### config.mk
export PLATFORM = sky130hd
export DESIGN_NAME = rx_cfg_status
export DESIGN_NICKNAME = d
export VERILOG_FILES = /design/src/logic/rx_cfg_pkg.sv /design/src/logic/rx_cfg_status.sv
export SDC_FILE = /design/constraint.sdc
export NUM_CORES = 1
export LEC_CHECK = 0
export BUFFER_PORTS_ARGS = -buffer_cell sky130_fd_sc_hd__clkbuf_2
export CORE_MARGIN = 2
export CORE_UTILIZATION = 44
export DETAILED_ROUTE_END_ITERATION = 16
export PLACE_DENSITY = 0.78
export SYNTH_ARGS = -nofsm -noshare
export SYNTH_HDL_FRONTEND = slang
export SYNTH_SLANG_ARGS = --single-unit
### constraint.sdc
create_clock -name i_sys_clk -period 1.5 [get_ports i_sys_clk]
set_input_delay 0.375 -clock i_sys_clk [delete_from_list [all_inputs] [get_ports i_sys_clk]]
set_output_delay 0.375 -clock i_sys_clk [all_outputs]
set_load 0.01 [all_outputs]
### src/logic/rx_cfg_pkg.sv
// Package for the receiver output-configuration and rate-status registers
`default_nettype none
package rx_cfg_pkg;
    localparam logic [7:0] ADDR_OUTPUT_DATA_SETTING = 8'h02;
    localparam logic [7:0] ADDR_RATE_ERROR_STATUS = 8'h03;
    localparam logic [7:0] OUTPUT_DATA_SETTING_RESET = 8'h00;
    localparam int FORMAT_POS = 0;
    localparam int DEMOD_SEL_POS = 1;
    localparam int THROUGH_SEL_POS = 2;
    localparam int UNLOCK_MUTE_POS = 3;
    localparam int GPO_SEL_POS = 4;
    localparam int ERR_FUNC_POS = 6;
    localparam int NONPCM_MUTE_POS = 7;
    localparam int ERR_BIT_POS = 4;
    // Rate codes
    localparam logic [3:0] RATE_44K1 = 4'h0;
    localparam logic [3:0] RATE_OUT_OF_RANGE = 4'h1;
    localparam logic [3:0] RATE_48K = 4'h2;
    localparam logic [3:0] RATE_32K = 4'h3;
    localparam logic [3:0] RATE_88K2 = 4'h8;
    localparam logic [3:0] RATE_96K = 4'ha;
    localparam logic [3:0] RATE_64K = 4'hb;
    localparam logic [3:0] RATE_176K4 = 4'hc;
    localparam logic [3:0] RATE_128K = 4'hd;
    localparam logic [3:0] RATE_192K = 4'he;
    typedef enum logic [1:0] {
        GPO_CS_BIT1, GPO_THROUGH, GPO_LOW, GPO_HIGH
    } gpo_src_t;
    typedef struct packed {
        logic nonpcm_mute_enable;
        logic error_pin_function_select;
        gpo_src_t general_output_source_select;
        logic unlock_mute_enable;
        logic through_source_select;
        logic demod_input_select;
        logic audio_output_format;
    } out_cfg_t;
    typedef struct packed {
        logic pll_locked;
        logic parity_error;
        logic nonpcm;
        logic cs_bit1;
    } rx_state_t;
endpackage
`default_nettype wire

### src/logic/rx_cfg_status.sv
// Output-configuration and rate/error status registers of the receiver
`default_nettype none
module rx_cfg_status
    import rx_cfg_pkg::*;
(
    input wire logic i_sys_clk,
    input wire logic i_sys_rst,
    input wire logic i_wr_en,
    input wire logic i_rd_en,
    input wire logic [7:0] i_addr,
    input wire logic [7:0] i_wdata,
    output logic [7:0] o_rdata,
    input wire rx_state_t i_rx,
    input wire logic [3:0] i_rate_code,
    input wire logic i_audio_data,
    input wire logic i_primary_serial_input,
    input wire logic i_multipurpose_pin,
    output logic o_audio_data_output,
    output logic o_general_output,
    output logic o_error_pin,
    output out_cfg_t o_cfg
);
    ////////////////////////////////////////////////////////////////////
    // Register state
    out_cfg_t cfg;
    logic [7:0] rdata;

    // Synchroniser stages for the two S/PDIF pins of the through path
    logic prim_meta;
    logic prim_sync;
    logic mpin_meta;
    logic mpin_sync;

    ////////////////////////////////////////////////////////////////////
    // Address decode; only the two registers of this block answer
    wire hit_cfg = i_addr == ADDR_OUTPUT_DATA_SETTING;
    wire hit_stat = i_addr == ADDR_RATE_ERROR_STATUS;
    wire cfg_write = i_wr_en && hit_cfg;
    wire stat_read = i_rd_en && hit_stat;
    wire other_read = i_rd_en && !hit_cfg && !hit_stat;

    ////////////////////////////////////////////////////////////////////
    // Error condition: unlock or parity error; non-PCM is not an error
    wire data_error = !i_rx.pll_locked || i_rx.parity_error;

    // Mute sources, each when enabled: non-PCM stream, or lost lock
    wire nonpcm_mute = cfg.nonpcm_mute_enable && i_rx.nonpcm;
    wire unlock_mute = cfg.unlock_mute_enable && !i_rx.pll_locked;
    wire mute = nonpcm_mute || unlock_mute;

    // Error pin shows error flag or mute signal per function select
    wire next_err_pin = cfg.error_pin_function_select ? mute : data_error;

    // Through path picks a synchronised pin, never a raw one
    wire through_bit = cfg.through_source_select ? mpin_sync
                                                 : prim_sync;
    logic next_gpo;
    always_comb begin
        case (cfg.general_output_source_select)
            GPO_CS_BIT1: next_gpo = i_rx.cs_bit1;
            GPO_THROUGH: next_gpo = through_bit;
            GPO_LOW: next_gpo = 1'b0;
            default: next_gpo = 1'b1;
        endcase
    end
    // Status read: reserved bits zero, error bit mirrors error condition
    wire [7:0] stat_word = {3'h0, data_error, i_rate_code};
    wire [7:0] next_rdata = hit_cfg ? cfg : (hit_stat ? stat_word : 8'h00);
    ////////////////////////////////////////////////////////////////////
    // Pin inputs cross two flops before any logic reads them
    always_ff @(posedge i_sys_clk) begin
        if (i_sys_rst) begin
            prim_meta <= 1'b0;
            prim_sync <= 1'b0;
            mpin_meta <= 1'b0;
            mpin_sync <= 1'b0;
        end else begin
            prim_meta <= i_primary_serial_input;
            prim_sync <= prim_meta;
            mpin_meta <= i_multipurpose_pin;
            mpin_sync <= mpin_meta;
        end
    end

    ////////////////////////////////////////////////////////////////////
    // Configuration register write; other addresses are ignored
    always_ff @(posedge i_sys_clk) begin
        if (i_sys_rst)
            cfg <= out_cfg_t'(OUTPUT_DATA_SETTING_RESET);
        else if (cfg_write)
            cfg <= out_cfg_t'(i_wdata);
    end
    // Registered outputs; muted data forced low
    always_ff @(posedge i_sys_clk) begin
        if (i_sys_rst) begin
            o_audio_data_output <= 1'b0;
            o_general_output <= 1'b0;
            o_error_pin <= 1'b1;
            rdata <= 8'h00;
        end else begin
            o_audio_data_output <= mute ? 1'b0 : i_audio_data;
            o_general_output <= next_gpo;
            o_error_pin <= next_err_pin;
            if (i_rd_en)
                rdata <= next_rdata;
        end
    end
    assign o_rdata = rdata;
    assign o_cfg = cfg;
    ////////////////////////////////////////////////////////////////////
    a_nonpcm_mute: assert property (@(posedge i_sys_clk) disable iff
        (i_sys_rst) nonpcm_mute |=> !o_audio_data_output)
        else $error("data not muted on non-PCM");
    a_nonpcm_no_err: assert property (@(posedge i_sys_clk) disable iff
        (i_sys_rst) (!cfg.error_pin_function_select && i_rx.pll_locked &&
        !i_rx.parity_error && i_rx.nonpcm) |=> !o_error_pin)
        else $error("non-PCM flagged as error");
    a_rate_read: assert property (@(posedge i_sys_clk) disable iff
        (i_sys_rst) (i_rd_en && hit_stat) |=>
        o_rdata[3:0] == $past(i_rate_code))
        else $error("rate code mismatch");
    a_err_mirror: assert property (@(posedge i_sys_clk) disable iff
        (i_sys_rst) (i_rd_en && hit_stat && cfg.error_pin_function_select
        == 1'b0) |=> o_rdata[ERR_BIT_POS] == o_error_pin)
        else $error("error bit differs from pin");
    a_err_value: assert property (@(posedge i_sys_clk) disable iff
        (i_sys_rst) (i_rd_en && hit_stat) |=> o_rdata[ERR_BIT_POS] ==
        $past(!i_rx.pll_locked || i_rx.parity_error))
        else $error("error bit wrong");
    a_reserved_zero: assert property (@(posedge i_sys_clk) disable iff
        (i_sys_rst) (i_rd_en && hit_stat) |=> o_rdata[7:5] == 3'h0)
        else $error("reserved bits not zero");
    a_reset_clear: assert property (@(posedge i_sys_clk)
        i_sys_rst |=> cfg == '0)
        else $error("config not cleared");
    a_cfg_write: assert property (@(posedge i_sys_clk) disable iff
        (i_sys_rst) (i_wr_en && hit_cfg) |=> o_cfg == $past(i_wdata))
        else $error("config write lost");

    ////////////////////////////////////////////////////////////////////
    // Configuration only changes on a write to its own address
    a_cfg_hold: assert property (@(posedge i_sys_clk) disable iff
        (i_sys_rst) !cfg_write |=> $stable(o_cfg))
        else $error("config changed without write");

    // Read data stands until the next read strobe
    a_rdata_hold: assert property (@(posedge i_sys_clk) disable iff
        (i_sys_rst) !i_rd_en |=> $stable(o_rdata))
        else $error("read data changed without read");

    // Reads of addresses outside the block return zero
    a_other_zero: assert property (@(posedge i_sys_clk) disable iff
        (i_sys_rst) other_read |=> o_rdata == 8'h00)
        else $error("unmapped read not zero");

    // Unlock muting forces the data output low
    a_unlock_mute: assert property (@(posedge i_sys_clk) disable iff
        (i_sys_rst) unlock_mute |=> !o_audio_data_output)
        else $error("data not muted on unlock");

    // Without any mute the data output follows the demodulator
    a_data_pass: assert property (@(posedge i_sys_clk) disable iff
        (i_sys_rst) !mute |=> o_audio_data_output == $past(i_audio_data))
        else $error("data not passed through");

    // Error function on the pin follows unlock or parity error
    a_err_func: assert property (@(posedge i_sys_clk) disable iff
        (i_sys_rst) !cfg.error_pin_function_select |=>
        o_error_pin == $past(data_error))
        else $error("error pin wrong in error mode");

    // Mute function on the pin follows the mute signal
    a_mute_pin: assert property (@(posedge i_sys_clk) disable iff
        (i_sys_rst) cfg.error_pin_function_select |=>
        o_error_pin == $past(mute))
        else $error("error pin wrong in mute mode");

    // Fixed levels on the general output
    a_gpo_fixed: assert property (@(posedge i_sys_clk) disable iff
        (i_sys_rst) (cfg.general_output_source_select == GPO_LOW ||
        cfg.general_output_source_select == GPO_HIGH) |=>
        o_general_output == $past(cfg.general_output_source_select ==
        GPO_HIGH))
        else $error("general output level wrong");

    // Channel-status bit on the general output
    a_gpo_cs: assert property (@(posedge i_sys_clk) disable iff
        (i_sys_rst) cfg.general_output_source_select == GPO_CS_BIT1 |=>
        o_general_output == $past(i_rx.cs_bit1))
        else $error("general output not status bit");

    // Outputs take their reset levels during reset
    a_reset_outs: assert property (@(posedge i_sys_clk)
        i_sys_rst |=> o_error_pin && !o_audio_data_output &&
        !o_general_output && o_rdata == 8'h00)
        else $error("outputs not at reset levels");

    ////////////////////////////////////////////////////////////////////
    // Main scenarios
    c_nonpcm: cover property (@(posedge i_sys_clk) nonpcm_mute);
    c_unlock: cover property (@(posedge i_sys_clk) unlock_mute);
    c_status_rd: cover property (@(posedge i_sys_clk) i_rd_en && hit_stat);
    c_mute_pin: cover property (@(posedge i_sys_clk)
        cfg.error_pin_function_select && mute);
    c_through: cover property (@(posedge i_sys_clk)
        cfg.general_output_source_select == GPO_THROUGH && through_bit);
endmodule
`default_nettype wire

# After elaboration in Yosys (flattened, before gate mapping)
# Index checks and enable logic that the tools add are counted.
dict set report totals {
  elab_cells 32
  output_inout_bits 19
  reg_bits 23
}
dict set report classes {
  muxes 5
  n_eq_ne 4
  reduce_logical 8
}
# op count
set ops {}
lappend ops {{$eq 8x2->1 const B} 2}
lappend ops {{$mux 8} 1}
lappend ops {{$mux 5} 1}
lappend ops {{$logic_and 1x1->1} 3}
lappend ops {{$pmux 1 s3} 1}
lappend ops {{$eq 2x1->1 const B} 1}
lappend ops {{$eq 2x2->1 const B} 1}
lappend ops {{$logic_not 2->1} 1}
lappend ops {{$logic_or 1x1->1} 2}
lappend ops {{$mux 1} 2}
lappend ops {{$reduce_or 2->1} 1}
lappend ops {{$logic_not 1->1} 1}

# Depth between registers and ports, before layout
# Gate-level depths: netlist (run 1).
dict set report depth {
  depth_word 4
  depth_mapped 4
  ltp_nobuf 3
}

# Worst setup path after synthesis (run 1)
# OpenSTA, ideal clock, no wires.
dict set report synth_path {
  path_type {input-to-reg}
  from {input port i_addr[7]}
  to {register cfg (netlist bit o_cfg[0])}
  required_ns 1.428
  arrival_time_ns 1.281
  path_stages 4
  setup_slack_ns 0.148
  cell_sequence {nor4_4 and4b_1 buf_6 mux2i_1}
}
dict set report synth_between {
  elab_chain_cells 2
}
# element line
set synth_rtl {}
lappend synth_rtl {{start: declaration} rx_cfg_status.sv:10} ;# input wire logic [7:0] i_addr,
lappend synth_rtl {{$eq 8x2->1} rx_cfg_status.sv:36} ;# wire hit_cfg = i_addr == ADDR_OUTPUT_DATA_SETTING;
lappend synth_rtl {{$logic_and 1x1->1} rx_cfg_status.sv:38} ;# wire cfg_write = i_wr_en && hit_cfg;
lappend synth_rtl {{end signal: assignment} rx_cfg_status.sv:89} ;# cfg <= out_cfg_t'(OUTPUT_DATA_SETTING_RESET);
lappend synth_rtl {{end signal: assignment} rx_cfg_status.sv:91} ;# cfg <= out_cfg_t'(i_wdata);
lappend synth_rtl {{end: declaration} rx_cfg_status.sv:25} ;# out_cfg_t cfg;
# Every way passes these cells.
# A chain may end at the register's enable or synchronous reset.

# Worst setup path in the final report (run 1)
dict set report layout_path {
  from {register cfg (netlist bit o_cfg[4])}
  to {output port o_cfg[4] (netlist bit)}
}
# element line
set layout_rtl {}
lappend layout_rtl {{end: declaration} rx_cfg_status.sv:21} ;# output out_cfg_t o_cfg
# No word-level cell between the ends.

==> impl_metrics.toml, run 1 <==
[logic_synthesis]
yosys_warnings = 0
ys_types = 24
gate_count_of_the_mapped_netlist = 97
synth-edff-count = 0
netlist_area_um2 = 1000
biggest_area_contributors_in_the_synthesized_netlist = "sky130_fd_sc_hd__dfxtp_1 46%, sky130_fd_sc_hd__nand2b_1 14%, sky130_fd_sc_hd__mux2i_1 9.0%"
synth-main-ff-cell = "sky130_fd_sc_hd__dfxtp_1"
asr_flop_ratio_synth_pct = 0
syn-mean-instance-area_um2 = 10.3
synth-seq-cells = 23
seq_area_frac_synth_pct = 46.1
synth_area_leader_cell = "sky130_fd_sc_hd__dfxtp_1"
top_cell_type_s_share_of_synthesized_area_pct = 46.1
postSynthNetCount = 128

[place]
numPortBuffers = 49
gp_routability_congestion = 0.807
dp_hpwl_um = 1680
placed_cells_incl_taps = 174

[clock_network]
clk_tree_root_cell = "sky130_fd_sc_hd__clkbuf_4"
post_cts_resize_count = 0
clkTransAtPathRegs_ns = 0.12
tritoncts = "done"
cts_made_buffers = 3
ctsHtreeMaxLevel = 1
insertion_delay_ns = 0.30
clock_path_buffers = 2
cts_hold_repair.buffers = 0
post_cts_buffers = 0
cts.sink_count = 23

[job]
max_cap_violations = 0

[detailed_routing]
overall_via_count_from_detail_route = 888
route.antenna.remaining_nets = 0
avgRoutedWirePerCell_um = 12.0
viasPerCell = 4.99
post-route-drc-count = 0
drt_iter0_drc = 10
route.final.wire_length_um = 2130
firstDrtPassIters = 4

[global_routing]
globalRouteTotalUtil_pct = 16.7
largest_net_degree_at_the_start_of_global_routing = 21
aggregate_global_routing_overflow = 0
initial_antenna_violation_count = 0
number_of_global_route_vias_before_repair = 851
grt_pass1_wl_um = 3330

[timing]
final-hold-violation-count = 0
timing.final.max_slew_violations = 0
tns_ns = 0
finalSetupViolations = 0
timing_worst_slew_pin_value_ns = 0.225
fin_crit_ns = 1.29
finClkSkew_ns = 0.00635
finalCritPeriodShare_pct = 86.3
rsz_0062_raised_after_global_routing = "false"
achievable-frequency_ghz = 0.772
max-slew-margin-rel_pct = 85.0

[floorplanning]
floorplan.die.height_um = 51.7
initial_utilization_pct = 46.1
ports = 50
area_of_the_placeable_core_um2 = 2170
die_area_um2 = 2670
rows = 17
die_w_um = 51.7

[worst_setup_path]
crit_cells = 1
timing.critical_path.slowest_cell_delay_ns = 0.44
crit_type = "reg2out"
end_kind = "output port"
r2r_cells = 3
crit_path_max_fanout = 5
timing.critical_path.from_type = "register"
worstPathArrival_ns = 0.92
critical-path-slowest-cell = "sky130_fd_sc_hd__dfxtp_1"
cp_cell_sequence = "clkbuf_2"
critical_path_buf_inv_count = 1
timing.critical_path.max_delay_family = "flip-flops"
critPathRequiredTime_ns = 1.12

[worst_hold_path]
hp-class = "in2reg"
hold_path_depth = 2

[cells_and_area]
fin_nets = 182
post_route_cells_drive_above_1_share_pct = 43.3
highest_count_cells_in_the_layout_ignoring_fill_and_taps = "49 x sky130_fd_sc_hd__clkbuf_2, 23 x sky130_fd_sc_hd__nand2b_1, 23 x sky130_fd_sc_hd__dfxtp_1"
num_antenna_cells = 0
areaGrowthSynthToFinish_pct = 33.4
final_cells = 178
mostFrequentLayoutCell = "sky130_fd_sc_hd__clkbuf_2"

[status]
status = "complete, no violations"

[power_and_ir_drop]
vdd_drop_max_v = 0.000555
power-per-cell-area_nw_per_um2 = 763
cellLeakagePower_nw = 0.577
==> registers in the layout, indices dropped and copies added (netlist names) <==
signal / flops
o_audio_data_output: 1
o_cfg: 8
o_rdata: 8
o_error_pin: 1
mpin_sync: 1
mpin_meta: 1
o_general_output: 1
prim_meta: 1
prim_sync: 1
==> routing by layer <==
| layer | wire length (um) | global-route usage, % | vias up | part of all wire (%) |
|---|---|---|---|---|
| met1 | 917 | 19.0 | 409 | 43 |
| met4 | 29 | 8.33 | 0 | 1.4 |
| li1 | - | - | 449 | - |
| met5 | 0 | 0 | - | 0 |
| met2 | 1060 | 29.7 | 26 | 50 |
| met3 | 120 | 3.16 | 4 | 5.6 |
==> power breakdown <==
part | switching (mW) | internal (mW)
clock | 0.178 | 0.104
sequential | 0.00230 | 0.620
combinational | 0.0483 | 0.0658
==> logic make-up after synthesis <==
group	synth area share, %
DFF	46.1
and+or+nand+nor	28.9
buffers and inverters	3.38
muxes	13.5
AOI/OAI and AO/OA	8.14
==> worst paths after layout <==
check                                   startpoint     endpoint  slack [ns]
worst min register to register           prim_meta    prim_sync        0.46
worst max-delay path                      o_cfg[4]     o_cfg[4]        0.21
worst min-delay path            i_multipurpose_pin    mpin_meta        0.27
worst max register to register            o_cfg[6]  o_error_pin        0.49
==> synthesized netlist by cell type, drive strengths merged (2+ instances only) <==
| master | number |
|---|---|
| a22o | 3 |
| and4b | 2 |
| clkbuf | 5 |
| nand4 | 4 |
| nor2 | 2 |
| mux2i | 9 |
| mux2 | 4 |
| nor2b | 4 |
| nor3b | 2 |
| dfxtp | 23 |
| a21oi | 5 |
| nand2b | 23 |
==> cell type report <==
class                           instances  area (um^2)
Fill cell                             203          836
Multi-Input combinational cell         67          505
Sequential cell                        23          460
Timing Repair Buffer                   55          303
Tap cell                               28         35.0
Clock buffer                            4         26.3
Inverter                                1         3.75
==> metrics by stage <==
stage | worst slack (ns) | hold slack, ns | power (mW) | utilization, % | instance area (um^2)
final | 0.205 | 0.271 | 1.02 | 61.5 | 1330
after detailed placement | 0.0791 | 0.436 | 0.751 | 60.3 | 1310
after global placement | 0.0885 | 0.428 | 0.748 | 60.3 | 1310
after global routing | 0.158 | 0.260 | 1.07 | 61.5 | 1330
after CTS | 0.202 | 0.266 | 1.03 | 61.5 | 1330
after floorplan | 0.148 | 0.414 | 0.689 | - | 1000
Power figures use the tool's default switching activity.
==> inputs of run 2 (changes only) <==
--- a/config.mk
+++ b/config.mk
@@ -6,10 +6,12 @@
 export NUM_CORES = 1
 export LEC_CHECK = 0
 export BUFFER_PORTS_ARGS = -buffer_cell sky130_fd_sc_hd__clkbuf_2
+export CELL_PAD_IN_SITES_DETAIL_PLACEMENT = 0
+export CELL_PAD_IN_SITES_GLOBAL_PLACEMENT = 2
 export CORE_MARGIN = 2
-export CORE_UTILIZATION = 44
+export CORE_UTILIZATION = 25
 export DETAILED_ROUTE_END_ITERATION = 16
-export PLACE_DENSITY = 0.78
+export PLACE_DENSITY = 0.77
 export SYNTH_ARGS = -nofsm -noshare
 export SYNTH_HDL_FRONTEND = slang
 export SYNTH_SLANG_ARGS = --single-unit
==> impl_metrics.toml, run 2 (same netlist as run 1, synthesis figures left out) <==
[detailed_routing]
viasPerCell = 4.46
route.antenna.remaining_nets = 0
drt_iter0_drc = 20
avgRoutedWirePerCell_um = 12.0
overall_via_count_from_detail_route = 879
post-route-drc-count = 0
firstDrtPassIters = 4
route.final.wire_length_um = 2360

[power_and_ir_drop]
vdd_drop_max_v = 0.000611
power-per-cell-area_nw_per_um2 = 810
report.power.total_mw = 1.11
cellLeakagePower_nw = 0.580

[global_routing]
grt_pass1_wl_um = 3760
largest_net_degree_at_the_start_of_global_routing = 22
initial_antenna_violation_count = 0
aggregate_global_routing_overflow = 0
globalRouteTotalUtil_pct = 11.0
number_of_global_route_vias_before_repair = 856

[worst_setup_path]
cp_cell_sequence = "clkbuf_2"
critical_path_buf_inv_count = 1
timing.critical_path.from_type = "register"
end_kind = "output port"
crit_path_max_fanout = 5
critPathRequiredTime_ns = 1.12
timing.critical_path.max_delay_family = "flip-flops"
reg2reg_slack_ns = 0.49
timing.critical_path.slowest_cell_delay_ns = 0.43
critical-path-slowest-cell = "sky130_fd_sc_hd__dfxtp_1"
crit_type = "reg2out"
worstPathArrival_ns = 0.87

[floorplanning]
ports = 50
initial_utilization_pct = 26.7
rows = 22
floorplan.die.height_um = 67.2
die_w_um = 67.2
die_area_um2 = 4520
area_of_the_placeable_core_um2 = 3740

[clock_network]
insertion_delay_ns = 0.26
post_cts_buffers = 0
tritoncts = "done"
cts_made_buffers = 3
ctsHtreeMaxLevel = 1
cts.sink_count = 23
clock_path_buffers = 2
cts_hold_repair.buffers = 0
post_cts_resize_count = 0
clk_tree_root_cell = "sky130_fd_sc_hd__clkbuf_8"
clkTransAtPathRegs_ns = 0.08

[cells_and_area]
num_antenna_cells = 0
post_route_cells_drive_above_1_share_pct = 43.0
multiInputGateArea_um2 = 505
highest_count_cells_in_the_layout_ignoring_fill_and_taps = "49 x sky130_fd_sc_hd__clkbuf_2, 23 x sky130_fd_sc_hd__nand2b_1, 23 x sky130_fd_sc_hd__dfxtp_1"
register_area_um2 = 460
final_design_area_no_fill_um2 = 1370
final_core_util_pct = 36.6
mostFrequentLayoutCell = "sky130_fd_sc_hd__clkbuf_2"
num-fill-cells = 403
final_cells = 197
areaGrowthSynthToFinish_pct = 37.0
fin_nets = 181

[timing]
timing.final.ws_setup_ns = 0.259
finalSetupViolations = 0
timing_worst_slew_pin_value_ns = 0.248
fin_crit_ns = 1.24
whs_ns = 0.319
finClkSkew_ns = 0.000874
rsz_0062_raised_after_global_routing = "false"
finalCritPeriodShare_pct = 82.7
tns_ns = 0
achievable-frequency_ghz = 0.806
final-hold-violation-count = 0
max-slew-margin-rel_pct = 83.3
timing.final.max_slew_violations = 0

[place]
numPortBuffers = 49
dp_worst_setup_slack_ns = 0.0105
gp_routability_congestion = 0.663
dp_hpwl_um = 1910
placed_cells_incl_taps = 193
place_area_um2 = 1330

[status]
status = "complete, no violations"

[worst_hold_path]
hp-class = "in2reg"

[job]
max_cap_violations = 0
[run 2: path summary, 6_finish.rpt]
path         depth (start not counted)           to          startpoint
max                                  1     o_cfg[4]            o_cfg[4]
min                                  2    mpin_meta  i_multipurpose_pin
max reg2reg                          3  o_error_pin            o_cfg[6]
min reg2reg                          1    prim_sync           prim_meta
[run 2: where the power goes]
part           internal (mW)  switching (mW)  leakage (nW)
logic                 0.0641          0.0494         0.371
registers              0.619         0.00222         0.187
clock network          0.189           0.186        0.0228
total                  0.872           0.237         0.580
[run 2: layout make-up]
cell class / count / area share [%]
multi-input combinational: 67 / 36.9
sequential: 23 / 33.6
inverter: 1 / 0.274
clock buffer: 4 / 3.29
timing repair buffer: 54 / 21.6
tap: 48 / 4.38
[run 2: per-layer routing]
layer  routed length (um)  vias up  track usage, %
li1                     -      444               -
met1                 1000      403            13.4
met2                 1190       32            19.1
met3                  166        0            3.83
met4                    0        0            1.53
met5                    0        -               0
==> inputs of run 3 (changes only) <==
--- a/config.mk
+++ b/config.mk
@@ -9,9 +9,9 @@
 export CELL_PAD_IN_SITES_DETAIL_PLACEMENT = 0
 export CELL_PAD_IN_SITES_GLOBAL_PLACEMENT = 2
 export CORE_MARGIN = 2
-export CORE_UTILIZATION = 25
+export CORE_UTILIZATION = 23
 export DETAILED_ROUTE_END_ITERATION = 16
-export PLACE_DENSITY = 0.77
+export PLACE_DENSITY = 0.75
 export SYNTH_ARGS = -nofsm -noshare
 export SYNTH_HDL_FRONTEND = slang
 export SYNTH_SLANG_ARGS = --single-unit
==> constraint.sdc (replaced) <==
create_clock -name i_sys_clk -period 1.1 [get_ports i_sys_clk]
set_input_delay 0.275 -clock i_sys_clk [delete_from_list [all_inputs] [get_ports i_sys_clk]]
set_output_delay 0.275 -clock i_sys_clk [all_outputs]
set_load 0.01 [all_outputs]
==> impl_metrics.toml, run 3 (same netlist as run 1, synthesis figures left out) <==
[status]
status = "finished with violations"
violations = "negative setup slack"

[global_routing]
globalRouteTotalUtil_pct = 11.0
initial_antenna_violation_count = 0
aggregate_global_routing_overflow = 0
grt_pass1_wl_um = 4300
number_of_global_route_vias_before_repair = 927
largest_net_degree_at_the_start_of_global_routing = 22

[cells_and_area]
post_route_cells_drive_above_1_share_pct = 47.4
fin_nets = 184
mostFrequentLayoutCell = "sky130_fd_sc_hd__clkbuf_2"
final_cells = 202
final_core_util_pct = 34.8
areaGrowthSynthToFinish_pct = 42.2
num_antenna_cells = 0
highest_count_cells_in_the_layout_ignoring_fill_and_taps = "47 x sky130_fd_sc_hd__clkbuf_2, 23 x sky130_fd_sc_hd__nand2b_1, 18 x sky130_fd_sc_hd__dfxtp_1"

[worst_setup_path]
timing.critical_path.from_type = "register"
end_kind = "output port"
critPathRequiredTime_ns = 0.82
worstPathArrival_ns = 0.83
crit_path_max_fanout = 3
crit_type = "reg2out"

[timing]
achievable-frequency_ghz = 0.906
max-slew-margin-rel_pct = 84.7
rsz_0062_raised_after_global_routing = "true"
finalCritPeriodShare_pct = 100
timing.final.max_slew_violations = 0
final-hold-violation-count = 0
finClkSkew_ns = 0.000961
tns_ns = -0.00376
fin_crit_ns = 1.10
finalSetupViolations = 1
whs_ns = 0.216
timing.final.ws_setup_ns = -0.00376
timing_worst_slew_pin_value_ns = 0.229

[power_and_ir_drop]
switching_power_mw = 0.344
switching_share_pct = 22.3
vdd_drop_max_v = 0.000476
cellLeakagePower_nw = 0.603
power.share.combinational_pct = 10.7
power-per-cell-area_nw_per_um2 = 1090
cell_internal_pwr_mw = 1.20
pwr-share-clk_pct = 34.4
reg_power_share_pct = 54.9

[job]
max_cap_violations = 0

[detailed_routing]
overall_via_count_from_detail_route = 885
post-route-drc-count = 0
route.final.wire_length_um = 2650
firstDrtPassIters = 4
drt_iter0_drc = 39
avgRoutedWirePerCell_um = 13.1
viasPerCell = 4.38
route.antenna.remaining_nets = 0

[place]
numPortBuffers = 49
placed_cells_incl_taps = 198
dp_hpwl_um = 2120
gp_routability_congestion = 0.778

[clock_network]
cts_made_buffers = 3
cts.sink_count = 23
cts_hold_repair.buffers = 0
clk_tree_root_cell = "sky130_fd_sc_hd__clkbuf_8"
ctsHtreeMaxLevel = 1
tritoncts = "done"
clock_path_buffers = 2
post_cts_buffers = 0
insertion_delay_ns = 0.26
clkTransAtPathRegs_ns = 0.08

[worst_hold_path]
hp-class = "in2reg"

[floorplanning]
initial_utilization_pct = 24.5
rows = 23
area_of_the_placeable_core_um2 = 4090
die_w_um = 69.9
ports = 50
die_area_um2 = 4890
floorplan.die.height_um = 69.9
## run 3: final timing paths
path / from / end / slack [ns] / depth (start not counted)
max: o_cfg[6] / o_cfg[6] / -0.004 / 2
min: i_primary_serial_input / prim_meta / 0.22 / 2
max reg2reg: o_cfg[6] / o_error_pin / 0.14 / 3
min reg2reg: prim_meta / prim_sync / 0.44 / 1
## run 3: area by class of cell
class                      instances  area (um^2)
fill                             443         2670
multi-input combinational         67          505
sequential                        23          467
timing repair buffer              57          338
tap                               50         62.6
clock buffer                       4         45.0
inverter                           1         3.75
## run 3: power by group through the flow
| stage | Clock (mW) | Sequential, mW | Combinational, mW |
|---|---|---|---|
| after floorplan | 0 | 0.870 | 0.0707 |
| after global placement | 0 | 0.867 | 0.164 |
| after detailed placement | 0 | 0.867 | 0.164 |
| after CTS | 0.547 | 0.848 | 0.165 |
| after global routing | 0.583 | 0.849 | 0.185 |
| final | 0.530 | 0.847 | 0.166 |
## run 3: through the flow
step / setup WS (ns) / area, um^2 / total power [mW]
floorplan: -0.152 / 1000 / 0.941
global placement: -0.226 / 1350 / 1.03
detailed placement: -0.266 / 1350 / 1.03
CTS: -0.0207 / 1410 / 1.56
global route: -0.0540 / 1420 / 1.62
finish: -0.00376 / 1420 / 1.54
## run 3: layer usage
metal	vias to the layer above	global-route usage [%]	routed length, um	share of wire [%]
met1	400	14.3	1230	46
met2	32	17.4	1210	46
li1	449	-	-	-
met4	0	2.99	31	1.2
met5	-	0	0	0
met3	4	3.75	183	6.9
## run 3: timing repair
action                                  4_1_cts  5_1_grt
endpoints found under the hold margin         0        0
pin swaps                                     0        2
resized for setup                             6        6
endpoints found under the setup margin        5       11
## run 3: critical path, stage by stage (launching register included)
cell and delay (ns):
sky130_fd_sc_hd__dfxtp_2 0.34, sky130_fd_sc_hd__buf_6 0.12, sky130_fd_sc_hd__buf_6 0.11
